### src/cfm_map.vh
`ifndef CFM_MAP_VH
`define CFM_MAP_VH
// Register byte offsets.
`define CFM_A_CTRL      8'h00
`define CFM_A_LOSLIM    8'h04
`define CFM_A_XLOSLIM   8'h08
`define CFM_A_OOFWIN    8'h0c
`define CFM_A_OOFEXP    8'h10
`define CFM_A_LOLTHR    8'h14
`define CFM_A_LOLTMR    8'h18
`define CFM_A_PPSTHR    8'h1c
`define CFM_A_PPSCNT    8'h20
`define CFM_A_INSEL     8'h24
`define CFM_A_LIVE      8'h28
`define CFM_A_STICKY    8'h2c
`define CFM_A_MASK      8'h30
`define CFM_A_RAMP      8'h34
// Control register fields.
`define CFM_C_KEEP      0
`define CFM_C_ZSEL      1
`define CFM_C_PPS       4
`define CFM_C_HITLESS   5
`define CFM_C_RAMP      8
`define CFM_C_LOSDIS    11
`define CFM_C_PRECDIS   16
`define CFM_C_FASTDIS   17
// Status layout: signal loss 4:0, frequency 8:5, standard lock 11:9, pulse lock 12.
`define CFM_S_LOS       0
`define CFM_S_OOF       5
`define CFM_S_LOL       9
`define CFM_S_PPS       12
`define CFM_NSTAT       13
// Reset values.
`define CFM_R_CTRL      32'h0000_0000
`define CFM_R_LOSLIM    32'h0404_0404
`define CFM_R_XLOSLIM   8'h04
`define CFM_R_OOFWIN    32'h0010_0060
`define CFM_R_OOFEXP    16'h0100
`define CFM_R_LOLTHR    32'h0001_000a
`define CFM_R_LOLTMR    16'h0010
`define CFM_R_PPSTHR    32'h0010_0040
`define CFM_R_PPSCNT    32'h0004_0004
`define CFM_R_RAMP      16'h0001
// Timing: zero-reference edges per precise gate, fast monitor ratio (1/250 = 4000 ppm).
`define CFM_GATE        16'd256
`define CFM_FAST_DIV    8'd250
`endif

### src/cfm_clock_fault_monitor.v
// Summary of operation
// - Hitless loop absorbs switch phase difference
// - Hitless enable per loop, loop D's off in pulse mode
// - Input ramp shares holdover exit ramp rate
// - Glitch-free switch, no runt output pulses
// - Lock loss held during pull-in
// - Gapped clock raises no loss fault
// - Loss and frequency monitors cover listed inputs
// - Period loss monitor, own sensitivity, disable
// - Live bits follow, sticky bits latch
// - Crystal loss stops outputs unless configured
// - Precise and fast monitors combined, disableable
// - Precise window in fine steps
// - Precise monitor hysteresis near boundary
// - Selectable zero-offset frequency reference
// - Fast monitor flags 4000 ppm change
// - Per-loop lock monitor and fault pins
// - Set and clear lock thresholds
// - Optional delay before lock restores
// - Loop A, C and D fault pins follow live lock state
// - Pulse loop lock from phase error
// - Consecutive-cycle trigger and clear counters
// - Interrupt pin on unmasked status (bits 9 and 12 ignored in pulse mode), cleared by sticky
//
// The implementer's own choices: the APB slave port and the register offsets.
`timescale 1ns/1ps
`include "cfm_map.vh"
module cfm_clock_fault_monitor (
    input  wire        pclk,
    input  wire        presetn,
    input  wire        ce,
    input  wire        psel,
    input  wire        penable,
    input  wire        pwrite,
    input  wire [7:0]  paddr,
    input  wire [31:0] pwdata,
    output reg  [31:0] prdata,
    output reg         pready,
    output reg         pslverr,
    input  wire [2:0]  general_clock_inputs,
    input  wire        main_reference_input,
    input  wire        crystal_input,
    input  wire [47:0] loop_freq_diff,
    input  wire [15:0] loop_d_phase_err,
    input  wire        loop_d_pps_tick,
    output reg         loop_a_lock_fault_n,
    output reg         loop_c_lock_fault_n,
    output reg         loop_d_lock_fault_n,
    output reg         lock_fault_pin_n,
    output reg         irq_n,
    output reg         outputs_enable,
    output reg  [2:0]  loop_hitless_en,
    output reg  [2:0]  loop_ramp_en,
    output reg  [15:0] ramp_rate,
    output reg  [5:0]  loop_input_sel,
    output reg  [2:0]  loop_switch
);
    reg  [31:0] ctrl_ff;
    reg  [31:0] loslim_ff;
    reg  [7:0]  xloslim_ff;
    reg  [31:0] oofwin_ff;
    reg  [15:0] oofexp_ff;
    reg  [31:0] lolthr_ff;
    reg  [15:0] loltmr_ff;
    reg  [31:0] ppsthr_ff;
    reg  [31:0] ppscnt_ff;
    reg  [5:0]  insel_ff;
    reg  [12:0] sticky_ff;
    reg  [12:0] mask_ff;
    reg  [15:0] ramp_ff;
    reg  [15:0] gate_ff;
    wire [2:0]  lol_w;
    reg         pps_lol_ff;
    reg  [15:0] trig_cnt_ff;
    reg  [15:0] clr_cnt_ff;
    wire [4:0]  src_w = {crystal_input, main_reference_input, general_clock_inputs};
    wire [4:0]  edge_w;
    wire [4:0]  los_w;
    wire [3:0]  oof_w;
    wire [39:0] lim_w = {xloslim_ff, loslim_ff};
    wire        pps_mode = ctrl_ff[`CFM_C_PPS];
    wire        acc_w = psel & penable & pready;
    wire        wr_w = acc_w & pwrite;
    reg         zedge_w;
    reg         gate_end_w;
    reg  [31:0] rd_w;
    reg         hit_w;
    wire [12:0] live_w = {pps_lol_ff, lol_w, oof_w, los_w};

    always @* begin
        case (ctrl_ff[`CFM_C_ZSEL+2:`CFM_C_ZSEL])
            3'h1: zedge_w = edge_w[0];
            3'h2: zedge_w = edge_w[1];
            3'h3: zedge_w = edge_w[2];
            3'h4: zedge_w = edge_w[4];
            default: zedge_w = edge_w[3];
        endcase
        gate_end_w = zedge_w && (gate_ff == `CFM_GATE - 16'd1);
    end

    always @(posedge pclk or negedge presetn) begin
        if (!presetn) begin
            gate_ff <= 16'h0000;
        end else if (ce && zedge_w) begin
            gate_ff <= gate_end_w ? 16'h0000 : gate_ff + 16'd1;
        end
    end

    genvar i;
    generate
        for (i = 0; i < 5; i = i + 1) begin : g_src
            reg [2:0]  sync_ff;
            reg        lvl_ff;
            reg        edge_ff;
            reg [15:0] per_ff;
            reg [15:0] last_ff;
            reg        los_ff;
            wire       agree_w = sync_ff[1] == sync_ff[2];
            wire [15:0] lim16_w = {4'h0, lim_w[8*i+7:8*i], 4'h0};
            // Second and third stages must agree before an edge counts; the first feeds only the second.
            always @(posedge pclk or negedge presetn) begin
                if (!presetn) begin
                    sync_ff <= 3'h0;
                    lvl_ff  <= 1'b0;
                    edge_ff <= 1'b0;
                    per_ff  <= 16'h0000;
                    last_ff <= 16'h0000;
                    los_ff  <= 1'b0;
                end else if (ce) begin
                    sync_ff <= {sync_ff[1:0], src_w[i]};
                    if (agree_w) begin
                        lvl_ff <= sync_ff[1];
                    end
                    edge_ff <= agree_w & sync_ff[1] & ~lvl_ff;
                    if (edge_ff) begin
                        per_ff  <= 16'h0000;
                        last_ff <= per_ff;
                    end else if (per_ff != 16'hffff) begin
                        per_ff <= per_ff + 16'd1;
                    end
                    if (ctrl_ff[`CFM_C_LOSDIS+i]) begin
                        los_ff <= 1'b0;
                    end else if (edge_ff) begin
                        los_ff <= 1'b0;
                    end else if (per_ff > lim16_w) begin
                        los_ff <= 1'b1;
                    end
                end
            end
            assign edge_w[i] = edge_ff;
            assign los_w[i]  = los_ff;
            if (i < 4) begin : g_oof
                reg  [15:0] ecnt_ff;
                reg         prec_ff;
                reg         fast_ff;
                reg         prev_ok_ff;
                reg  [15:0] prev_ff;
                wire [16:0] dev_w = {1'b0, ecnt_ff} - {1'b0, oofexp_ff};
                wire [15:0] mag_w = dev_w[16] ? (~dev_w[15:0] + 16'd1) : dev_w[15:0];
                wire [15:0] pd_w  = (last_ff > prev_ff) ? (last_ff - prev_ff) : (prev_ff - last_ff);
                wire [23:0] pdx_w = pd_w * `CFM_FAST_DIV;
                always @(posedge pclk or negedge presetn) begin
                    if (!presetn) begin
                        ecnt_ff    <= 16'h0000;
                        prec_ff    <= 1'b0;
                        fast_ff    <= 1'b0;
                        prev_ok_ff <= 1'b0;
                        prev_ff    <= 16'h0000;
                    end else if (ce) begin
                        if (gate_end_w) begin
                            ecnt_ff <= {15'h0000, edge_ff};
                        end else if (edge_ff && ecnt_ff != 16'hffff) begin
                            ecnt_ff <= ecnt_ff + 16'd1;
                        end
                        if (ctrl_ff[`CFM_C_PRECDIS]) begin
                            prec_ff <= 1'b0;
                        end else if (gate_end_w) begin
                            if (!prec_ff && mag_w > oofwin_ff[15:0]) begin
                                prec_ff <= 1'b1;
                            end else if (prec_ff && {1'b0, mag_w} + {1'b0, oofwin_ff[31:16]} <= {1'b0, oofwin_ff[15:0]}) begin
                                prec_ff <= 1'b0;
                            end
                        end
                        if (edge_ff) begin
                            prev_ff    <= last_ff;
                            prev_ok_ff <= 1'b1;
                        end
                        if (ctrl_ff[`CFM_C_FASTDIS]) begin
                            fast_ff <= 1'b0;
                        end else if (edge_ff && prev_ok_ff && last_ff != 16'h0000) begin
                            fast_ff <= pdx_w > {8'h00, prev_ff};
                        end
                    end
                end
                assign oof_w[i] = prec_ff | fast_ff;
            end
        end
    endgenerate

    genvar k;
    generate
        for (k = 0; k < 3; k = k + 1) begin : g_lol
            wire [15:0] fd_w = loop_freq_diff[16*k+15:16*k];
            reg         lol_ff;
            reg  [15:0] lol_tmr_ff;
            always @(posedge pclk or negedge presetn) begin
                if (!presetn) begin
                    lol_ff     <= 1'b1;
                    lol_tmr_ff <= 16'h0000;
                end else if (ce) begin
                    if (insel_ff[2*k+1:2*k] != loop_input_sel[2*k+1:2*k] || fd_w > lolthr_ff[15:0]) begin
                        lol_ff     <= 1'b1;
                        lol_tmr_ff <= 16'h0000;
                    end else if (lol_ff && fd_w < lolthr_ff[31:16]) begin
                        if (lol_tmr_ff >= loltmr_ff) begin
                            lol_ff <= 1'b0;
                        end else begin
                            lol_tmr_ff <= lol_tmr_ff + 16'd1;
                        end
                    end else begin
                        lol_tmr_ff <= 16'h0000;
                    end
                end
            end
            assign lol_w[k] = lol_ff;
        end
    endgenerate

    always @(posedge pclk or negedge presetn) begin
        if (!presetn) begin
            pps_lol_ff  <= 1'b0;
            trig_cnt_ff <= 16'h0000;
            clr_cnt_ff  <= 16'h0000;
        end else if (ce) begin
            if (!pps_mode) begin
                pps_lol_ff  <= 1'b0;
                trig_cnt_ff <= 16'h0000;
                clr_cnt_ff  <= 16'h0000;
            end else if (loop_d_pps_tick) begin
                if (!pps_lol_ff) begin
                    clr_cnt_ff <= 16'h0000;
                    if (loop_d_phase_err <= ppsthr_ff[15:0]) begin
                        trig_cnt_ff <= 16'h0000;
                    end else if (trig_cnt_ff + 16'd1 >= ppscnt_ff[15:0]) begin
                        pps_lol_ff  <= 1'b1;
                        trig_cnt_ff <= 16'h0000;
                    end else begin
                        trig_cnt_ff <= trig_cnt_ff + 16'd1;
                    end
                end else begin
                    trig_cnt_ff <= 16'h0000;
                    if (loop_d_phase_err >= ppsthr_ff[31:16]) begin
                        clr_cnt_ff <= 16'h0000;
                    end else if (clr_cnt_ff + 16'd1 >= ppscnt_ff[31:16]) begin
                        pps_lol_ff <= 1'b0;
                        clr_cnt_ff <= 16'h0000;
                    end else begin
                        clr_cnt_ff <= clr_cnt_ff + 16'd1;
                    end
                end
            end
        end
    end

    always @* begin
        hit_w = 1'b1;
        case (paddr)
            `CFM_A_CTRL:    rd_w = ctrl_ff;
            `CFM_A_LOSLIM:  rd_w = loslim_ff;
            `CFM_A_XLOSLIM: rd_w = {24'h000000, xloslim_ff};
            `CFM_A_OOFWIN:  rd_w = oofwin_ff;
            `CFM_A_OOFEXP:  rd_w = {16'h0000, oofexp_ff};
            `CFM_A_LOLTHR:  rd_w = lolthr_ff;
            `CFM_A_LOLTMR:  rd_w = {16'h0000, loltmr_ff};
            `CFM_A_PPSTHR:  rd_w = ppsthr_ff;
            `CFM_A_PPSCNT:  rd_w = ppscnt_ff;
            `CFM_A_INSEL:   rd_w = {26'h0000000, insel_ff};
            `CFM_A_LIVE:    rd_w = {19'h00000, live_w};
            `CFM_A_STICKY:  rd_w = {19'h00000, sticky_ff};
            `CFM_A_MASK:    rd_w = {19'h00000, mask_ff};
            `CFM_A_RAMP:    rd_w = {16'h0000, ramp_ff};
            default: begin
                rd_w  = 32'h00000000;
                hit_w = 1'b0;
            end
        endcase
    end

    // Answers one cycle into the access phase; data and error are settled in the setup cycle.
    always @(posedge pclk or negedge presetn) begin
        if (!presetn) begin
            prdata     <= 32'h00000000;
            pready     <= 1'b0;
            pslverr    <= 1'b0;
            ctrl_ff    <= `CFM_R_CTRL;
            loslim_ff  <= `CFM_R_LOSLIM;
            xloslim_ff <= `CFM_R_XLOSLIM;
            oofwin_ff  <= `CFM_R_OOFWIN;
            oofexp_ff  <= `CFM_R_OOFEXP;
            lolthr_ff  <= `CFM_R_LOLTHR;
            loltmr_ff  <= `CFM_R_LOLTMR;
            ppsthr_ff  <= `CFM_R_PPSTHR;
            ppscnt_ff  <= `CFM_R_PPSCNT;
            insel_ff   <= 6'h00;
            mask_ff    <= 13'h0000;
            ramp_ff    <= `CFM_R_RAMP;
            sticky_ff  <= 13'h0000;
        end else if (ce) begin
            pready  <= psel & ~penable;
            prdata  <= (psel & ~penable & ~pwrite) ? rd_w : 32'h00000000;
            pslverr <= psel & ~penable & ~hit_w;
            if (wr_w) begin
                case (paddr)
                    `CFM_A_CTRL:    ctrl_ff    <= {14'h0000, pwdata[17:0]};
                    `CFM_A_LOSLIM:  loslim_ff  <= pwdata;
                    `CFM_A_XLOSLIM: xloslim_ff <= pwdata[7:0];
                    `CFM_A_OOFWIN:  oofwin_ff  <= pwdata;
                    `CFM_A_OOFEXP:  oofexp_ff  <= pwdata[15:0];
                    `CFM_A_LOLTHR:  lolthr_ff  <= pwdata;
                    `CFM_A_LOLTMR:  loltmr_ff  <= pwdata[15:0];
                    `CFM_A_PPSTHR:  ppsthr_ff  <= pwdata;
                    `CFM_A_PPSCNT:  ppscnt_ff  <= pwdata;
                    `CFM_A_INSEL:   insel_ff   <= pwdata[5:0];
                    `CFM_A_MASK:    mask_ff    <= pwdata[12:0];
                    `CFM_A_RAMP:    ramp_ff    <= pwdata[15:0];
                    default: ;
                endcase
            end
            sticky_ff <= (sticky_ff & ~((wr_w && paddr == `CFM_A_STICKY) ? pwdata[12:0] : 13'h0000)) | live_w;
        end
    end

    always @(posedge pclk or negedge presetn) begin
        if (!presetn) begin
            loop_a_lock_fault_n <= 1'b0;
            loop_c_lock_fault_n <= 1'b0;
            loop_d_lock_fault_n <= 1'b0;
            lock_fault_pin_n    <= 1'b0;
            irq_n               <= 1'b1;
            outputs_enable      <= 1'b0;
            loop_hitless_en     <= 3'h0;
            loop_ramp_en        <= 3'h0;
            ramp_rate           <= 16'h0000;
            loop_input_sel      <= 6'h00;
            loop_switch         <= 3'h0;
        end else if (ce) begin
            loop_a_lock_fault_n <= ~lol_w[0];
            loop_c_lock_fault_n <= ~lol_w[1];
            loop_d_lock_fault_n <= ~(pps_mode ? pps_lol_ff : lol_w[2]);
            lock_fault_pin_n    <= ~(los_w[3] | oof_w[3]);
            irq_n <= ~|(sticky_ff & ~mask_ff & ~(pps_mode ? 13'h1200 : 13'h0000));
            outputs_enable <= ~los_w[4] | ctrl_ff[`CFM_C_KEEP];
            loop_hitless_en <= ctrl_ff[`CFM_C_HITLESS+2:`CFM_C_HITLESS] & {~pps_mode, 2'b11};
            loop_ramp_en <= ctrl_ff[`CFM_C_RAMP+2:`CFM_C_RAMP];
            ramp_rate    <= ramp_ff;
            loop_input_sel <= insel_ff;
            loop_switch    <= {insel_ff[5:4] != loop_input_sel[5:4],
                               insel_ff[3:2] != loop_input_sel[3:2],
                               insel_ff[1:0] != loop_input_sel[1:0]};
        end
    end
endmodule // cfm_clock_fault_monitor

### config.mk
export PLATFORM = sky130hd
export DESIGN_NAME = cfm_clock_fault_monitor
export DESIGN_NICKNAME = d
export VERILOG_FILES = /design/src/cfm_clock_fault_monitor.v
export VERILOG_INCLUDE_DIRS = /design/src
export SDC_FILE = /design/constraint.sdc
export NUM_CORES = 2
export LEC_CHECK = 0
export BUFFER_PORTS_ARGS = -buffer_cell sky130_fd_sc_hd__buf_2
export CAP_MARGIN = 20
export CORE_ASPECT_RATIO = 1.4
export CORE_MARGIN = 2
export CORE_UTILIZATION = 45
export DETAILED_ROUTE_END_ITERATION = 6
export PLACE_DENSITY_LB_ADDON = 0.2
export SLEW_MARGIN = 20
export SYNTH_ARGS = -nofsm -noshare
export SYNTH_HDL_FRONTEND = slang
export SYNTH_SLANG_ARGS = --single-unit
### constraint.sdc
create_clock -name pclk -period 9.8 [get_ports pclk]
set_clock_uncertainty 0.2 [all_clocks]
set_input_delay 1.96 -clock pclk [delete_from_list [all_inputs] [get_ports pclk]]
set_output_delay 1.96 -clock pclk [all_outputs]
set_load 0.005 [all_outputs]
-- Yosys cells after proc, flatten, opt, wreduce, memory -nomap -nowiden
Index checks and enable logic that the tools add are counted.
- add/subtract/negate cells: 35
- multiply operators: 4
- divide/modulo/power cells: 0
- order comparisons: 34
- equal/unequal tests: 39
- shift operators: 0
- mux-type cells: 108
- bitwise logic cells: 48
- reduce and logical (&&, ||, !) cells: 120
- operators with widths (operator ; count):
    $mux W16 ; 46
    $pmux W32 S14 ; 1
    $add A16 B1 Y16 const B ; 19
    $gt A16 B16 Y1 ; 11
    $ne A16 B16 Y1 const B ; 9
    $sub A16 B16 Y16 ; 8
    $ge A16 B16 Y1 ; 6
    $gt A24 B16 Y1 ; 4
    $mul A16 B7 Y23 const B ; 4
    $gt A16 B12 Y1 ; 5
    $add A16 B16 Y17 ; 4
    $le A17 B16 Y1 ; 4
    $sub A16 B16 Y17 ; 4
    $not A16 Y16 ; 4
    $reduce_bool A16 Y1 ; 4
    $reduce_and A2 Y1 ; 31
    $mux W1 ; 57
    $reduce_and A3 Y1 ; 19
    $eq A8 B6 Y1 const B ; 6
    $lt A16 B16 Y1 ; 3
    $reduce_bool A2 Y1 ; 20
    $and A13 B13 Y13 ; 3
    $not A13 Y13 ; 3
    $eq A8 B5 Y1 const B ; 4
    26 further kinds ; 109
- bits in registers: 751
- latch bits: 0
- RAM bits: 0
- memory bits (read-only): 0
- input port bits: 116
- memories kept: 0

-- Longest topological paths before layout
- word-level depth: 11
- mapped depth: 38
- mapped depth without buffers: 37

-- Worst setup path after synthesis
Ideal clock, no wire load.
- kind: reg-to-reg
- start: register g_src[1].last_ff[0]
- end: register g_src[1].g_oof.fast_ff
- data arrival time: 7.765 ns
- path slack: 1.707 ns
- cell stages (with the launch flop): 36
- period minus slack after synthesis: 8.093 ns
- path through: dfrtp_1 -> inv_1 -> ha_1 -> fa_1 -> o21ai_0 -> a211oi_1 -> a21oi_1 -> a31o_1 -> buf_4 -> mux2i_4 -> inv_1 -> ha_1 -> ha_1 -> xor2_1 -> ha_1 -> inv_1 -> fa_1 -> fa_1 -> inv_1 -> ha_1 -> o21a_1 -> a21oi_1 -> o21ai_0 -> a31oi_1 -> inv_1 -> a31o_2 -> xor2_1 -> ha_1 -> nand4_1 -> nor4_1 -> nand4_1 -> o211ai_1 -> nor3_1 -> or4_1 -> nor4_1 -> a21oi_1
- word-level cells in the longest chain between the ends: 6
- elaborated cells on any way between the ends: 12
- those cells by class: add/sub: 2; mul: 1; order compare: 2; mux: 3; reduce/logical: 4
- ends and longest elaborated chain (item ; line ; text):
    from (decl) ; cfm_clock_fault_monitor.v:116 ; reg [15:0] last_ff;
    from (signal assigned) ; cfm_clock_fault_monitor.v:137 ; last_ff <= per_ff;
    $sub A16 B16 Y16 or $gt A16 B16 Y1 (tied branches) ; cfm_clock_fault_monitor.v:160 ; wire [15:0] pd_w = (last_ff > prev_ff) ? (last_ff - prev_ff) : (prev_ff - last_ff);
    $mux W16 ; cfm_clock_fault_monitor.v:160 ;
    $mul A16 B7 Y23 (no line) ; n/a ;
    $gt A24 B16 Y1 ; cfm_clock_fault_monitor.v:191 ; fast_ff <= pdx_w > {8'h00, prev_ff};
    $mux W1 ; cfm_clock_fault_monitor.v:190 ; end else if (edge_ff && prev_ok_ff && last_ff != 16'h0000) begin
    $mux W1 ; cfm_clock_fault_monitor.v:188 ; if (ctrl_ff[`CFM_C_FASTDIS]) begin
    to (signal assigned) ; cfm_clock_fault_monitor.v:191 ;
    to (decl) ; cfm_clock_fault_monitor.v:155 ; reg fast_ff;
Parallel ways exist; a longest one is shown, timed or not. The select of a mux whose other input is x is not followed.
A chain may end at the register's enable or synchronous reset.

-- Worst setup path after layout
Same ends and word-level chain as after synthesis.

==> results.md <==
- Largest fanout on the critical path: 9
- Sum of routed wire length over all layers: 212 mm
- Final hold violation count: 0
- Crit path time final: 9.15 ns
- Die height: about 460 um
- Startpoint of the worst hold path: g_src[2].lvl_ff$_DFFE_PN0P_
- Pin count of the biggest net entering global routing: 111
- ANT nets after route: 0
- Aggregate global routing overflow: 0
- Ys flop type: sky130_fd_sc_hd__dfrtp_1
- Arrival time worst endpoint: 9.52 ns
- Setup-violating endpoint count in the final report: 0
- Total global-route track usage: between 20 and 30%
- Reg area: 18,800 um2
- Path class of the lowest-slack min-delay path: reg -> reg
- Fraction of registers with async set or reset after synthesis: 100%
- Count of input and output buffers: roughly 190
- Reg-to-reg setup timing slack: between 0.6 and 0.7 ns
- Capturing element type of the critical path: flop
- Detailed-routing iteration count for the pre-antenna-repair pass: 7
- Status: finished, violations left
- Setup TNS: 0 ns
- Final Net Count: 8,621
- Number of enable-type register cells in the synthesized netlist: 0
- Fraction of layout instances using a drive strength above 1: 10.9%
- Worst-skew pair later-pin latency: 0.72 ns
- Hold path depth: 1
- Overall die area: 150,000 um2
- End of the worst register-to-register path: g_src[1].g_oof.fast_ff$_DFFE_PN0P_
- Final Wtd Congestion: 0.939
- Net count after synthesis: between 8,000 and 9,000
- Total core area: 146,000 um2
- Actual transition at the worst max-transition pin: 1.11 ns
- CTS clk-pin slew, worst paths: 0.06 ns
- Placement row count: 166
- Via count: 54,700
- Clock buffers created by TritonCTS: 80
- Synthesis-stage register bit count: 751
- Detailed placer's ending HPWL: 169 mm
- Initial antenna violation count: 22
- Worst Reg2Reg Path Length in Cells: 34
- Share of the clock period used by the worst path: 93.4%
- Vias per inst: 5.81
- Number of H-tree branching levels: 3
- Top-level I/O count: about 190
- Maximum number of buffers from clock root to sink: 3
- Total of max-cap violations: 0
- Clock Sinks: 751
- Post-CTS Hold Fix Bufs: 0
- Kind of start point of the critical path: flop
- Starting density of the core: 45.3%
- Per-instance average area after synthesis: 9.13 um2
- Vias in the first global route: between 50,000 and 60,000
- Post-Synthesis Cells: 7,250
- Violations in the final reports: design-rule violations
- Area of the multi-input gates: 43,700 um2
- Yosys warning count: 0
- Synth-to-Final Area Change: 9.38%
- CTS tree: done
- Top achievable clock speed: between 100 and 150 MHz
- Stage delay of the slowest cell on the critical path: 0.53 ns
- Endpoint of the worst hold path: g_src[2].edge_ff$_DFFE_PN0P_
- Number of max-slew violations in the final report: 0
- Fraction of the yosys area taken by sequential cells: 28.4%
- CTS Root Cell: sky130_fd_sc_hd__clkbuf_16
- Worst path required time: 10.16 ns
- Critical path type: reg -> reg
- Unrepaired setup endpoints after global routing: false
- Start of the worst register-to-register path: g_src[1].last_ff[0]$_DFFE_PN0P_
- Wire length of the first global-routing pass: 324 mm
- Worst slew slack as a fraction of its limit: approximately a quarter
- Number of DRC markers in iteration 0: 3,970
- Count of cell types in the netlist: 107
- Residual DRC: 3
- Most used cell along the critical path: sky130_fd_sc_hd__ha_1
- Netlist area before placement: approximately 66,000 um2
- Die width: roughly 330 um
- Critical path's slowest cell: sky130_fd_sc_hd__or4_1
- Average routed wire per standard cell: 22.5 um
- Fill count: 13,900
[cells by family after synthesis]
kind of cell / count (synthesis) / synth area share [%]
and+or+nand+nor: 1899 / 13.8
AOI/OAI and AO/OA: 1635 / 15.9
adders and majority gates: 1109 / 23.1
buffers and inverters: 980 / 5.64
DFF: 751 / 28.4
xor gates and xnor gates: 495 / 6.73
muxes: 381 / 6.38
[cell usage after synthesis (30+ instances only)]
master | n | share of area, %
sky130_fd_sc_hd__a221oi_1 | 63 | 0.83
sky130_fd_sc_hd__nor3_1 | 107 | 0.81
sky130_fd_sc_hd__dfrtp_1 | 729 | 28
sky130_fd_sc_hd__inv_1 | 782 | 4.4
sky130_fd_sc_hd__mux2_2 | 293 | 5.0
sky130_fd_sc_hd__nand4_1 | 126 | 1.2
sky130_fd_sc_hd__a22o_1 | 30 | 0.40
sky130_fd_sc_hd__nor2b_1 | 93 | 0.88
sky130_fd_sc_hd__nand2b_1 | 71 | 0.67
sky130_fd_sc_hd__mux2i_1 | 84 | 1.3
sky130_fd_sc_hd__xnor2_1 | 288 | 3.8
sky130_fd_sc_hd__and3_1 | 77 | 0.73
sky130_fd_sc_hd__nand2_1 | 564 | 3.2
sky130_fd_sc_hd__clkbuf_1 | 149 | 0.85
sky130_fd_sc_hd__o21ai_0 | 473 | 3.6
sky130_fd_sc_hd__a211oi_1 | 45 | 0.51
sky130_fd_sc_hd__xor2_1 | 194 | 2.6
sky130_fd_sc_hd__nor4_1 | 45 | 0.43
sky130_fd_sc_hd__fa_1 | 192 | 5.8
sky130_fd_sc_hd__ha_1 | 910 | 17
sky130_fd_sc_hd__a21o_1 | 193 | 2.2
sky130_fd_sc_hd__or3_1 | 50 | 0.47
sky130_fd_sc_hd__nand3_1 | 154 | 1.2
sky130_fd_sc_hd__nor2_1 | 486 | 2.8
sky130_fd_sc_hd__o21a_1 | 76 | 0.86
sky130_fd_sc_hd__a31oi_1 | 71 | 0.67
sky130_fd_sc_hd__a21oi_1 | 372 | 2.8
[critical path, delay by kind of cell (launching register included)]
| family | cells | cell delay (ns) |
|---|---|---|
| adders and majority gates | 9 | 3.21 |
| xor gates and xnor gates | 2 | 0.32 |
| muxes | 1 | 0.43 |
| buffers and inverters | 5 | 0.42 |
| AOI/OAI and AO/OA | 11 | 2.55 |
| DFF | 1 | 0.45 |
| and+or+nand+nor | 6 | 1.43 |
[cells in the final DEF, fill, tap and decap left out, types with 21 or more instances in the layout]
cell type and instances:
sky130_fd_sc_hd__dfrtp_1 729, sky130_fd_sc_hd__inv_1 781, sky130_fd_sc_hd__a22o_1 30, sky130_fd_sc_hd__or3_1 50, sky130_fd_sc_hd__o21ai_0 472, sky130_fd_sc_hd__a221oi_1 63, sky130_fd_sc_hd__o21a_1 76, sky130_fd_sc_hd__a21boi_0 25
sky130_fd_sc_hd__nor4_1 42, sky130_fd_sc_hd__nor2_1 475, sky130_fd_sc_hd__a22oi_1 22, sky130_fd_sc_hd__a21oi_1 371, sky130_fd_sc_hd__a211oi_1 45, sky130_fd_sc_hd__nor3_1 107, sky130_fd_sc_hd__clkbuf_16 80, sky130_fd_sc_hd__a21o_1 193
sky130_fd_sc_hd__o2bb2ai_1 21, sky130_fd_sc_hd__dfstp_2 22, sky130_fd_sc_hd__buf_2 184, sky130_fd_sc_hd__nand2_1 563, sky130_fd_sc_hd__buf_4 79, sky130_fd_sc_hd__nand2b_1 71, sky130_fd_sc_hd__and3_1 77, sky130_fd_sc_hd__xor2_1 194
sky130_fd_sc_hd__nor2b_1 93, sky130_fd_sc_hd__nand3_1 153, sky130_fd_sc_hd__o211ai_1 23, sky130_fd_sc_hd__o31ai_1 25, sky130_fd_sc_hd__fa_1 192, sky130_fd_sc_hd__xnor2_1 287, sky130_fd_sc_hd__nand3b_1 23, sky130_fd_sc_hd__a31oi_1 71
sky130_fd_sc_hd__ha_1 910, sky130_fd_sc_hd__nand4_1 126, sky130_fd_sc_hd__mux2i_1 84, sky130_fd_sc_hd__mux2_2 293
[worst max path at each step]
stage / start / to / slack [ns]
after floorplan: g_src[1].last_ff[0]$_DFFE_PN0P_ / g_src[1].g_oof.fast_ff$_DFFE_PN0P_ / 1.71
after global placement: g_src[1].last_ff[0]$_DFFE_PN0P_ / g_src[1].g_oof.fast_ff$_DFFE_PN0P_ / 0.62
after detailed placement: g_src[1].last_ff[0]$_DFFE_PN0P_ / g_src[1].g_oof.fast_ff$_DFFE_PN0P_ / 0.43
after CTS: g_src[1].last_ff[0]$_DFFE_PN0P_ / g_src[1].g_oof.fast_ff$_DFFE_PN0P_ / 0.40
after global routing: g_src[2].last_ff[0]$_DFFE_PN0P_ / g_src[2].g_oof.fast_ff$_DFFE_PN0P_ / 0.02
final: g_src[1].last_ff[0]$_DFFE_PN0P_ / g_src[1].g_oof.fast_ff$_DFFE_PN0P_ / 0.65
[metal layers]
metal	global-route usage, %	part of all wire, %	up-vias
li1	-	-	25800
met1	35.5	42	27000
met2	47.4	48	1472
met3	3.66	5.2	398
met4	12.3	4.8	14
met5	0	0.040	-
[registers in the layout (all words and copies together), names as in the netlist, 48 cells and up]
signal               count
g_src.last_ff           64
g_src.per_ff            80
g_src.g_oof.prev_ff     64
g_src.g_oof.ecnt_ff     64
g_lol.lol_tmr_ff        48
[cell type report]
class	instances	area share, %
multi-input combinational	5519	60.4
sequential	751	26.0
inverter	785	4.07
tap	1932	3.34
clock buffer	102	3.07
timing repair buffer	266	2.16
clock inverter	47	0.906
antenna	14	0.0484
[stage by stage]
stage | cell area, um2 | util (%) | hold WS (ns) | instances | worst slack (ns)
floorplan | 66200 | - | 0.225 | 7250 | 1.71
global placement | 69400 | 47.5 | 0.240 | 9253 | 0.625
detailed placement | 69400 | 47.5 | 0.247 | 9253 | 0.434
CTS | 72300 | 49.5 | 0.255 | 9402 | 0.399
global route | 72300 | 49.5 | 0.277 | 9406 | 0.0214
finish | 72400 | 49.6 | 0.257 | 9416 | 0.646
[repair_timing]
item                                    CTS  global route
gates resized for setup                   0             5
endpoints found under the setup margin    0             3
buffers inserted                          0             0
Power is not shown: default switching activity piles up to over one toggle a cycle in this logic, so the estimate is an artifact.
